[config.mk]
export PLATFORM = sky130hd
export DESIGN_NAME = hsc_halt_standby_control
export DESIGN_NICKNAME = d
export VERILOG_FILES = /design/src/hsc_pkg.sv /design/src/hsc_warmup.sv /design/src/hsc_halt_standby_control.sv
export SDC_FILE = /design/constraint.sdc
export NUM_CORES = 1
export LEC_CHECK = 0
export BUFFER_PORTS_ARGS = -buffer_cell sky130_fd_sc_hd__clkbuf_2
export CAP_MARGIN = 0
export CORE_MARGIN = 2
export CORE_UTILIZATION = 56
export DETAILED_ROUTE_END_ITERATION = 8
export HOLD_SLACK_MARGIN = 0.06
export PLACE_DENSITY = 0.84
export SYNTH_ARGS = -nofsm -noshare
export SYNTH_HDL_FRONTEND = slang
export SYNTH_SLANG_ARGS = --single-unit
[constraint.sdc]
create_clock -name clk -period 5.86 [get_ports clk]
set_clock_uncertainty 0.2 [all_clocks]
set_input_delay 1.172 -clock clk [delete_from_list [all_inputs] [get_ports clk]]
set_output_delay 1.172 -clock clk [all_outputs]
set_load 0.1 [all_outputs]
[src/hsc_pkg.sv]
// What this block does
// - Halt enters timers-only (11), oscillator-only (10), full stop (01), else CPU-only halt.
// - Standby select sits in mode register bits 3:2; reset loads 00.
// - Accepted request or reset ends halt; NMI or enabled maskable resumes via interrupt.
// - Maskable release with interrupts disabled continues after halt; request flag stays set.
// - Reset ending halt keeps RAM but reloads the mode register; RAM suspect if halt ran from RAM.
// - CPU-only halt keeps system clock to all logic but the CPU, whose clock gate is off.
// - CPU-only and timers-only halts sample requests at clock output falling edge.
// - Oscillator-only runs oscillator and watchdog; system clock stops, clock pin held 1.
// - Oscillator-only detects requests without system clock; restart syncs to system clock.
// - Oscillator-only releases only on NMI, external interrupt zero, or reset.
// - Timers-only clocks only 8-bit timers, 16-bit timer, watchdog; CPU-only release timing.
// - Release table: all in CPU-only, all but converter-done in timers-only, NMI/INT0 deeper.
// - Full stop halts everything including oscillator; pins float unless pin hold set.
// - Mode bit 0 pin hold keeps pins driven in full stop; reset clears it.
// - Interrupt in full stop restarts oscillator; system clock only after warm-up count.
// - Mode bit 4 picks warm-up of 2^14 (0) or 2^16 (1) cycles; reset clears.
// - Reset during full stop restarts oscillator at once with no warm-up.
package hsc_pkg;
   localparam logic [15:0] HSC_MODE_ADDR      = 16'hffd2;
   localparam int          HSC_PIN_HOLD_BIT   = 0;
   localparam int          HSC_EXX_BIT        = 1;
   localparam int          HSC_SEL_LO_BIT     = 2;
   localparam int          HSC_SEL_HI_BIT     = 3;
   localparam int          HSC_WARM_BIT       = 4;
   localparam int          HSC_WDT_EN_BIT     = 7;
   localparam logic [7:0]  HSC_MODE_RESET     = 8'h80;
   localparam logic [7:0]  HSC_MODE_WMASK     = 8'hfd;
   localparam logic [7:0]  HSC_RDATA_IDLE     = 8'h00;

   localparam logic [1:0]  HSC_SEL_CPU        = 2'h0;
   localparam logic [1:0]  HSC_SEL_STOP       = 2'h1;
   localparam logic [1:0]  HSC_SEL_OSC        = 2'h2;
   localparam logic [1:0]  HSC_SEL_TIMERS     = 2'h3;

   localparam int          HSC_NUM_SRC        = 12;
   localparam int          HSC_SRC_NMI        = 0;
   localparam int          HSC_SRC_WDT        = 1;
   localparam int          HSC_SRC_EXT_ZERO   = 2;
   localparam int          HSC_SRC_CONV_DONE  = 5;
   localparam int          HSC_SRC_EXT_ONE    = 9;
   localparam int          HSC_SRC_EXT_TWO    = 11;
   localparam logic [11:0] HSC_REL_CPU        = 12'hfff;
   localparam logic [11:0] HSC_REL_TIMERS     = 12'hfdf;
   localparam logic [11:0] HSC_REL_DEEP       = 12'h005;
   localparam logic [11:0] HSC_NMI_MASK       = 12'h001;

   localparam int          HSC_WARM_SHORT_EXP = 14;
   localparam int          HSC_WARM_LONG_EXP  = 16;
   localparam int          HSC_WARM_CNT_W     = 17;

   typedef struct packed {
      logic cpu;
      logic periph;
      logic timers;
      logic wdt;
      logic osc;
   } hsc_gate_t;

   localparam hsc_gate_t   HSC_GATE_RESET     = '{cpu: 1'b1, periph: 1'b1, timers: 1'b1, wdt: 1'b1, osc: 1'b1};

   typedef struct packed {
      logic [15:0] addr;
      logic [7:0]  wdata;
      logic        wr;
      logic        rd;
   } hsc_io_req_t;
endpackage

[src/hsc_warmup.sv]
`timescale 1ns/1ps
module hsc_warmup import hsc_pkg::*; #(
   parameter int CNT_W     = HSC_WARM_CNT_W,
   parameter int SHORT_CYC = 2 ** HSC_WARM_SHORT_EXP,
   parameter int LONG_CYC  = 2 ** HSC_WARM_LONG_EXP
) (
   input  wire logic clk,
   input  wire logic rst_b,
   input  wire logic ce,
   input  wire logic start,
   input  wire logic long_sel,
   output logic      busy,
   output logic      done
);
   logic [CNT_W-1:0] cnt_reg;
   logic             busy_reg;
   logic             done_reg;
   wire  [CNT_W-1:0] load_val = long_sel ? CNT_W'(LONG_CYC - 1) : CNT_W'(SHORT_CYC - 1);
   wire              at_end   = (cnt_reg == '0);

   always_ff @(posedge clk or negedge rst_b) begin
      if (!rst_b) begin
         cnt_reg  <= '0;
         busy_reg <= 1'b0;
         done_reg <= 1'b0;
      end else if (ce) begin
         done_reg <= busy_reg & at_end;
         if (start) begin
            cnt_reg  <= load_val;
            busy_reg <= 1'b1;
         end else if (busy_reg) begin
            cnt_reg  <= cnt_reg - 1'b1;
            busy_reg <= ~at_end;
         end
      end
   end

   warm_load_a: assert property (@(posedge clk) disable iff (!rst_b)
      (ce && start) |=> (busy && cnt_reg == ($past(long_sel) ? CNT_W'(LONG_CYC - 1) : CNT_W'(SHORT_CYC - 1))))
      else $error("warm-up length not loaded");

   assign busy = busy_reg;
   assign done = done_reg;
endmodule

[src/hsc_halt_standby_control.sv]
`timescale 1ns/1ps
module hsc_halt_standby_control import hsc_pkg::*; #(
   parameter int WARM_SHORT_CYC = 2 ** HSC_WARM_SHORT_EXP,
   parameter int WARM_LONG_CYC  = 2 ** HSC_WARM_LONG_EXP
) (
   input  wire logic                   clk,
   input  wire logic                   rst_b,
   input  wire logic                   ce,
   input  wire hsc_io_req_t            io_req,
   output logic [7:0]                  io_rdata,
   input  wire logic                   halt_exec,
   input  wire logic                   halt_from_ram,
   input  wire logic [HSC_NUM_SRC-1:0] irq_req,
   input  wire logic                   irq_enabled_state,
   input  wire logic                   exx_toggle,
   output hsc_gate_t                   gate,
   output logic                        clk_out,
   output logic                        pin_hiz,
   output logic                        halted,
   output logic                        resume_irq,
   output logic                        resume_next,
   output logic                        ram_at_risk
);
   typedef enum logic [2:0] {
      ST_ACTIVE,
      ST_HALT_CPU,
      ST_HALT_TIMERS,
      ST_HALT_OSC,
      ST_STOP,
      ST_WARM,
      ST_SYNC
   } hsc_state_t;

   hsc_state_t  state_reg;
   hsc_state_t  state_next;
   logic [7:0]  mode_reg;
   logic [7:0]  io_rdata_reg;
   hsc_gate_t   gate_reg;
   hsc_gate_t   gate_next;
   logic        clkout_reg;
   logic        pin_hiz_reg;
   logic        halted_reg;
   logic        resume_irq_reg;
   logic        resume_next_reg;
   logic        ram_risk_reg;
   logic        warm_start;
   logic        warm_busy;
   logic        warm_done;

   function automatic logic [HSC_NUM_SRC-1:0] release_mask(input hsc_state_t st);
      case (st)
         ST_HALT_CPU:    release_mask = HSC_REL_CPU;
         ST_HALT_TIMERS: release_mask = HSC_REL_TIMERS;
         ST_HALT_OSC:    release_mask = HSC_REL_DEEP;
         ST_STOP:        release_mask = HSC_REL_DEEP;
         default:        release_mask = '0;
      endcase
   endfunction

   function automatic logic clock_running(input hsc_state_t st);
      clock_running = (st == ST_ACTIVE) || (st == ST_HALT_CPU) || (st == ST_HALT_TIMERS) || (st == ST_SYNC);
   endfunction

   // Register decode; writes only land while the CPU runs
   wire       mode_hit   = (io_req.addr == HSC_MODE_ADDR);
   wire       mode_wr    = mode_hit & io_req.wr & (state_reg == ST_ACTIVE);
   wire       mode_rd    = mode_hit & io_req.rd;
   wire [7:0] mode_wval  = (io_req.wdata & HSC_MODE_WMASK) | (mode_reg & ~HSC_MODE_WMASK);
   wire [7:0] mode_base  = mode_wr ? mode_wval : mode_reg;
   wire [7:0] exx_flip   = {7'h00, exx_toggle} << HSC_EXX_BIT;
   wire [7:0] mode_next  = mode_base ^ exx_flip;
   wire [1:0] sel        = mode_reg[HSC_SEL_HI_BIT:HSC_SEL_LO_BIT];
   wire       pin_hold   = mode_reg[HSC_PIN_HOLD_BIT];
   wire       warm_long  = mode_reg[HSC_WARM_BIT];
   wire       wdt_en     = mode_reg[HSC_WDT_EN_BIT];

   // Release qualification
   wire [HSC_NUM_SRC-1:0] rel_hits = irq_req & release_mask(state_reg);
   wire       rel_any    = |rel_hits;
   wire       maskable   = |(irq_req & ~HSC_NMI_MASK);
   wire       take_irq   = irq_req[HSC_SRC_NMI] | (irq_enabled_state & maskable);
   wire       fall_edge  = clock_running(state_reg) & clkout_reg;
   wire       resume_go  = (state_next == ST_ACTIVE) & (state_reg != ST_ACTIVE);
   wire       deep_next  = (state_next == ST_STOP) || (state_next == ST_WARM);

   always_comb begin
      state_next = state_reg;
      warm_start = 1'b0;
      case (state_reg)
         ST_ACTIVE: begin
            if (halt_exec) begin
               case (sel)
                  HSC_SEL_TIMERS: state_next = ST_HALT_TIMERS;
                  HSC_SEL_OSC:    state_next = ST_HALT_OSC;
                  HSC_SEL_STOP:   state_next = ST_STOP;
                  default:        state_next = ST_HALT_CPU;
               endcase
            end
         end
         ST_HALT_CPU, ST_HALT_TIMERS: begin
            if (fall_edge && rel_any) begin
               state_next = ST_ACTIVE;
            end
         end
         ST_HALT_OSC: begin
            if (rel_any) begin
               state_next = ST_SYNC;
            end
         end
         ST_SYNC: begin
            if (fall_edge) begin
               state_next = ST_ACTIVE;
            end
         end
         ST_STOP: begin
            if (rel_any) begin
               state_next = ST_WARM;
               warm_start = 1'b1;
            end
         end
         ST_WARM: begin
            if (warm_done) begin
               state_next = ST_ACTIVE;
            end
         end
         default: state_next = ST_ACTIVE;
      endcase
   end

   always_comb begin
      gate_next.cpu    = (state_next == ST_ACTIVE);
      gate_next.periph = (state_next == ST_ACTIVE) || (state_next == ST_HALT_CPU);
      gate_next.timers = gate_next.periph || (state_next == ST_HALT_TIMERS);
      gate_next.wdt    = wdt_en && !deep_next;
      gate_next.osc    = (state_next != ST_STOP);
   end

   hsc_warmup #(
      .CNT_W     (HSC_WARM_CNT_W),
      .SHORT_CYC (WARM_SHORT_CYC),
      .LONG_CYC  (WARM_LONG_CYC)
   ) hsc_warmup_i (
      .clk      (clk),
      .rst_b    (rst_b),
      .ce       (ce),
      .start    (warm_start),
      .long_sel (warm_long),
      .busy     (warm_busy),
      .done     (warm_done)
   );

   // Reset returns straight to running with oscillator on and no warm-up; the reset source
   // covers oscillator settling. This block never touches RAM or other device state.
   always_ff @(posedge clk or negedge rst_b) begin
      if (!rst_b) begin
         state_reg <= ST_ACTIVE;
         mode_reg  <= HSC_MODE_RESET;
         gate_reg  <= HSC_GATE_RESET;
      end else if (ce) begin
         state_reg <= state_next;
         mode_reg  <= mode_next;
         gate_reg  <= gate_next;
      end
   end

   always_ff @(posedge clk or negedge rst_b) begin
      if (!rst_b) begin
         clkout_reg      <= 1'b1;
         pin_hiz_reg     <= 1'b0;
         halted_reg      <= 1'b0;
         resume_irq_reg  <= 1'b0;
         resume_next_reg <= 1'b0;
         ram_risk_reg    <= 1'b0;
         io_rdata_reg    <= HSC_RDATA_IDLE;
      end else if (ce) begin
         clkout_reg      <= clock_running(state_reg) ? ~clkout_reg : 1'b1;
         pin_hiz_reg     <= deep_next & ~pin_hold;
         halted_reg      <= (state_next != ST_ACTIVE);
         resume_irq_reg  <= resume_go & take_irq;
         resume_next_reg <= resume_go & ~take_irq;
         ram_risk_reg    <= (state_reg == ST_ACTIVE) ? (halt_exec & halt_from_ram) : (ram_risk_reg & ~resume_go);
         io_rdata_reg    <= mode_rd ? mode_reg : HSC_RDATA_IDLE;
      end
   end

   assign io_rdata    = io_rdata_reg;
   assign gate        = gate_reg;
   assign clk_out     = clkout_reg;
   assign pin_hiz     = pin_hiz_reg;
   assign halted      = halted_reg;
   assign resume_irq  = resume_irq_reg;
   assign resume_next = resume_next_reg;
   assign ram_at_risk = ram_risk_reg;

   stop_entry_a: assert property (@(posedge clk) disable iff (!rst_b)
      (ce && state_reg == ST_ACTIVE && halt_exec && sel == HSC_SEL_STOP) |=> (state_reg == ST_STOP && pin_hiz == !pin_hold))
      else $error("full stop not entered");

   mode_sel_write_a: assert property (@(posedge clk) disable iff (!rst_b)
      (ce && mode_wr && !exx_toggle) |=> (sel == $past(io_req.wdata[HSC_SEL_HI_BIT:HSC_SEL_LO_BIT])))
      else $error("standby select not written");

   resume_kind_a: assert property (@(posedge clk) disable iff (!rst_b)
      (ce && resume_go && !irq_req[HSC_SRC_NMI] && !irq_enabled_state) |=> (resume_next && !resume_irq))
      else $error("disabled release took the interrupt path");

   cpu_halt_clk_a: assert property (@(posedge clk) disable iff (!rst_b)
      (state_reg == ST_HALT_CPU) |-> (gate.periph && gate.timers && !gate.cpu))
      else $error("clock gated in cpu-only halt");

   fall_sample_a: assert property (@(posedge clk) disable iff (!rst_b)
      (ce && state_reg == ST_HALT_TIMERS && !clk_out) |=> (state_reg == ST_HALT_TIMERS))
      else $error("release away from clock falling edge");

   osc_clk_high_a: assert property (@(posedge clk) disable iff (!rst_b)
      (state_reg == ST_HALT_OSC && $past(state_reg) == ST_HALT_OSC) |-> (clk_out && !gate.periph && !gate.timers))
      else $error("clock output not held high");

   deep_release_a: assert property (@(posedge clk) disable iff (!rst_b)
      (ce && state_reg == ST_HALT_OSC && !irq_req[HSC_SRC_NMI] && !irq_req[HSC_SRC_EXT_ZERO]) |=> (state_reg == ST_HALT_OSC))
      else $error("oscillator-only released by wrong source");

   timers_gate_a: assert property (@(posedge clk) disable iff (!rst_b)
      (state_reg == ST_HALT_TIMERS) |-> (gate.timers && !gate.periph && !gate.cpu))
      else $error("timers-only gating wrong");

   conv_block_a: assert property (@(posedge clk) disable iff (!rst_b)
      (ce && state_reg == ST_HALT_TIMERS && irq_req == (HSC_REL_CPU & ~HSC_REL_TIMERS)) |=> (state_reg == ST_HALT_TIMERS))
      else $error("converter-done released timers-only");

   warm_hold_a: assert property (@(posedge clk) disable iff (!rst_b)
      (state_reg == ST_WARM && warm_busy) |-> (!gate.cpu && gate.osc && clk_out))
      else $error("clock released before warm-up");

   cpu_entry_a: assert property (@(posedge clk) disable iff (!rst_b)
      (ce && state_reg == ST_ACTIVE && halt_exec && sel == HSC_SEL_CPU) |=> (state_reg == ST_HALT_CPU && halted))
      else $error("cpu-only halt not entered");

   timers_entry_a: assert property (@(posedge clk) disable iff (!rst_b)
      (ce && state_reg == ST_ACTIVE && halt_exec && sel == HSC_SEL_TIMERS) |=> (state_reg == ST_HALT_TIMERS))
      else $error("timers-only halt not entered");

   osc_entry_a: assert property (@(posedge clk) disable iff (!rst_b)
      (ce && state_reg == ST_ACTIVE && halt_exec && sel == HSC_SEL_OSC) |=> (state_reg == ST_HALT_OSC))
      else $error("oscillator-only halt not entered");

   halt_write_block_a: assert property (@(posedge clk) disable iff (!rst_b)
      (ce && state_reg != ST_ACTIVE && !exx_toggle) |=> (mode_reg == $past(mode_reg)))
      else $error("mode register changed while halted");

   irq_resume_a: assert property (@(posedge clk) disable iff (!rst_b)
      (ce && resume_go && take_irq) |=> (resume_irq && !resume_next))
      else $error("accepted request did not resume through interrupt");

   cpu_release_a: assert property (@(posedge clk) disable iff (!rst_b)
      (ce && state_reg == ST_HALT_CPU && clk_out && (irq_req != '0)) |=> (!halted && gate.cpu))
      else $error("cpu-only halt not released");

   cpu_conv_a: assert property (@(posedge clk) disable iff (!rst_b)
      (ce && state_reg == ST_HALT_CPU && clk_out && irq_req[HSC_SRC_CONV_DONE]) |=> (state_reg == ST_ACTIVE))
      else $error("converter-done did not release cpu-only halt");

   ram_risk_set_a: assert property (@(posedge clk) disable iff (!rst_b)
      (ce && state_reg == ST_ACTIVE && halt_exec && halt_from_ram) |=> ram_at_risk)
      else $error("halt from ram not flagged");

   cpu_fall_wait_a: assert property (@(posedge clk) disable iff (!rst_b)
      (ce && state_reg == ST_HALT_CPU && !clk_out) |=> (state_reg == ST_HALT_CPU))
      else $error("cpu-only release away from falling edge");

   osc_wake_a: assert property (@(posedge clk) disable iff (!rst_b)
      (ce && state_reg == ST_HALT_OSC && (irq_req[HSC_SRC_NMI] || irq_req[HSC_SRC_EXT_ZERO]))
      |=> (state_reg == ST_SYNC && halted))
      else $error("oscillator-only not woken");

   sync_release_a: assert property (@(posedge clk) disable iff (!rst_b)
      (ce && state_reg == ST_SYNC && clk_out) |=> (state_reg == ST_ACTIVE && (resume_irq || resume_next)))
      else $error("restart not synchronised to clock");

   timers_release_a: assert property (@(posedge clk) disable iff (!rst_b)
      (ce && state_reg == ST_HALT_TIMERS && clk_out && ((irq_req & HSC_REL_TIMERS) != '0))
      |=> (state_reg == ST_ACTIVE))
      else $error("timers-only halt not released");

   stop_gate_a: assert property (@(posedge clk) disable iff (!rst_b)
      (state_reg == ST_STOP) |-> (!gate.osc && !gate.cpu && !gate.timers && !gate.wdt))
      else $error("clock running in full stop");

   stop_pins_a: assert property (@(posedge clk) disable iff (!rst_b)
      (ce && state_reg == ST_STOP) |=> (pin_hiz == !$past(pin_hold)))
      else $error("pin hold ignored in full stop");

   stop_wake_a: assert property (@(posedge clk) disable iff (!rst_b)
      (ce && state_reg == ST_STOP && (irq_req[HSC_SRC_NMI] || irq_req[HSC_SRC_EXT_ZERO]))
      |=> (state_reg == ST_WARM && warm_busy && gate.osc && !gate.cpu))
      else $error("full stop wake skipped warm-up");

   stop_src_a: assert property (@(posedge clk) disable iff (!rst_b)
      (ce && state_reg == ST_STOP && !irq_req[HSC_SRC_NMI] && !irq_req[HSC_SRC_EXT_ZERO]) |=> (state_reg == ST_STOP))
      else $error("full stop released by wrong source");

   warm_end_a: assert property (@(posedge clk) disable iff (!rst_b)
      (ce && state_reg == ST_WARM && warm_done) |=> (state_reg == ST_ACTIVE && gate.cpu))
      else $error("clock not restored after warm-up");

   active_no_warm_a: assert property (@(posedge clk) disable iff (!rst_b)
      (state_reg == ST_ACTIVE) |-> !warm_busy)
      else $error("warm-up running while active");
endmodule

==> results.toml <==
[outcome]
outcome = "complete, no violations"

[detailed_routing]
wirelength_um = 5040
first_pass_iters = 4
vias = 1949
ant_nets = 0
drc = 0
vias_per_cell = 5.77
wl_per_cell_um = 14.9
drt-initial-drc-count = 51

[finish]
n_antenna_cell = 0
final_cell_mix = "clkbuf_2, dfrtp_1, nand2_1"
fin_nets = 331
layout_commonest_cell = "clkbuf_2"
layout-drive-gt1-share = 0.336
syn_to_final_growth_pct = 18.7
largest_register_ffs = 17

[critical_path]
path_class = "in -> reg"
ff2ff_path_depth = 5
rr_startpoint = "hsc_warmup_i.cnt_reg[3]$_DFFE_PN0P_"
cp_max_fo = 32
critPathArrivalTime_ns = 3.05
start_kind = "primary input"
setup.worst_path.end_class = "flop"
timing.rr.end = "hsc_warmup_i.cnt_reg[15]$_DFFE_PN0P_"
ff2ff_setup_slack_ns = 3.81
required_ns = 5.85

[clock_network]
cts.sinks = 49
clock_path_buffers = 2
htreeDepth = 2
cts_tree = "built"
path_clk_slew_ns = 0.09
cts_setup_buffers = 0
root_buffer = "clkbuf_8"
clk_latency_ns = 0.31
cts_hold_buf = 0
postCtsResizedCells = 0
cts_buffers = 5

[sta]
finalSetupTns_ns = 0
period_minus_slack_ns = 3.06
setup_slack_ns = 2.80
report.final.slew_viol_count = 0
rsz0062_at_grt = "false"
max_slew_margin = 0.575
tightest_slew_ns = 0.637
fmax_ghz = 0.327
setup_viol = 0
hold_violations = 0
min_period_over_period = 0.522

[global_route]
first_global_vias = 1913
grt_max_degree = 50
grt.overflow.total = 0
antenna_found_initial = 0
grt_pass1_wl_um = 8780
track_usage = 0.227

[hold_path]
hold_class = "reg -> reg"
hold_end = "gate[2]$_DFFE_PN1P_"
min_from = "gate[2]$_DFFE_PN1P_"
holdPathStages = 2

[synth]
ys_seq_elements = 49
ys.flop_type = "dfrtp_1"
synthDistinctLibCells = 57
synthesis.nets = 272
synth-seq-area-share = 0.505
synth_enable_flop_cells = 0
yosys_warnings = 0
synth.cell_area_um2 = 2440
syn_avg_cell_area_um2 = 10.8
syn_inst = 226
async_flop_share = 1.00

[pwr]
p_leak_nw = 1.28
cellPowerDensity_nw_per_um2 = 420
ir_drop_mv = 0.565

[die]
ioPinCount = 64
dieArea_um2 = 4910
start_util = 0.573
fp.dieW_um = 70.1
design.core.area_um2 = 4260
fp.dieH_um = 70.1
num_rows = 24

[job]
cap_violations = 0

[place]
hpwl_um = 3620
finalWeightedCongestion = 0.922
io_buffers = 62
pre_cts_ws_ns = 2.43
power breakdown:
group	total [W]	internal, W	switching, W
combinational	0.000434	0.000116	0.000318
clock	0.000288	0.000172	0.000116
sequential	0.000495	0.000419	0.0000759
worst max-delay path by stage:
stage                    start                       to  cells after the start  slack (ns)
global placement            ce  mode_reg[2]$_DFFE_PN0P_                      6        2.51
finish                      ce  mode_reg[3]$_DFFE_PN0P_                      6        2.80
global route                ce  mode_reg[2]$_DFFE_PN0P_                      6        2.66
floorplan           irq_req[6]  ram_at_risk$_DFFE_PN0P_                      6        3.30
detailed placement          ce  mode_reg[3]$_DFFE_PN0P_                      6        2.43
CTS                         ce  mode_reg[2]$_DFFE_PN0P_                      6        2.76
kinds of logic (layout without fill, tap and decap cells):
kind of cell | after synthesis | in the layout | share of synthesized area
fa+ha+maj | 1 | 1 | 0.00512
simple gates | 89 | 89 | 0.222
compound gates | 46 | 46 | 0.143
xor+xnor | 13 | 13 | 0.0466
buf+inv | 19 | 79 | 0.0384
flops | 49 | 49 | 0.505
mux | 9 | 9 | 0.0404
through the flow:
stage                util  power, W  hold slack (ns)  std cells  instance area, um2
floorplan               -  0.000857            0.246        226                2440
global placement    0.648  0.000922            0.248        330                2760
detailed placement  0.648  0.000933            0.248        330                2760
CTS                 0.680   0.00123            0.266        338                2900
global route        0.680   0.00128            0.303        338                2900
finish              0.680   0.00122            0.263        338                2900
area by class of cell:
| class | count | area, um2 |
|---|---|---|
| Clock buffer | 5 | 68.8 |
| Clock inverter | 3 | 68.8 |
| Fill cell | 327 | 1360 |
| Inverter | 8 | 30.0 |
| Multi-Input combinational cell | 158 | 1120 |
| Sequential cell | 49 | 1230 |
| Tap cell | 52 | 65.1 |
| Timing Repair Buffer | 63 | 318 |
routing by layer:
layer	part of all wire	track usage	vias to the layer above
met3	0.075	0.0620	6
met1	0.41	0.291	932
li1	-	-	943
met5	0	0	-
met2	0.51	0.381	68
met4	0.011	0.0620	0
Yosys cell counts, types with 5 or more instances:
cell	number	area share
xnor2_1	10	0.036
o21ai_0	5	0.010
clkbuf_1	5	0.0077
o21ai_1	5	0.010
a22o_1	13	0.047
nor3_1	7	0.014
inv_1	8	0.012
nand3_1	7	0.014
nor2_1	13	0.020
a21oi_1	5	0.010
nand4_1	6	0.015
mux2_2	5	0.023
nand2_1	22	0.034
dfstp_2	7	0.075
dfrtp_1	42	0.43
critical path: stages:
cell	delay [ns]
clkbuf_2	0.49
nand4_1	0.17
nor3_1	0.36
and4b_1	0.28
nand3_2	0.20
mux2_1	0.37
No activity file was read; power rests on OpenSTA's default activity.
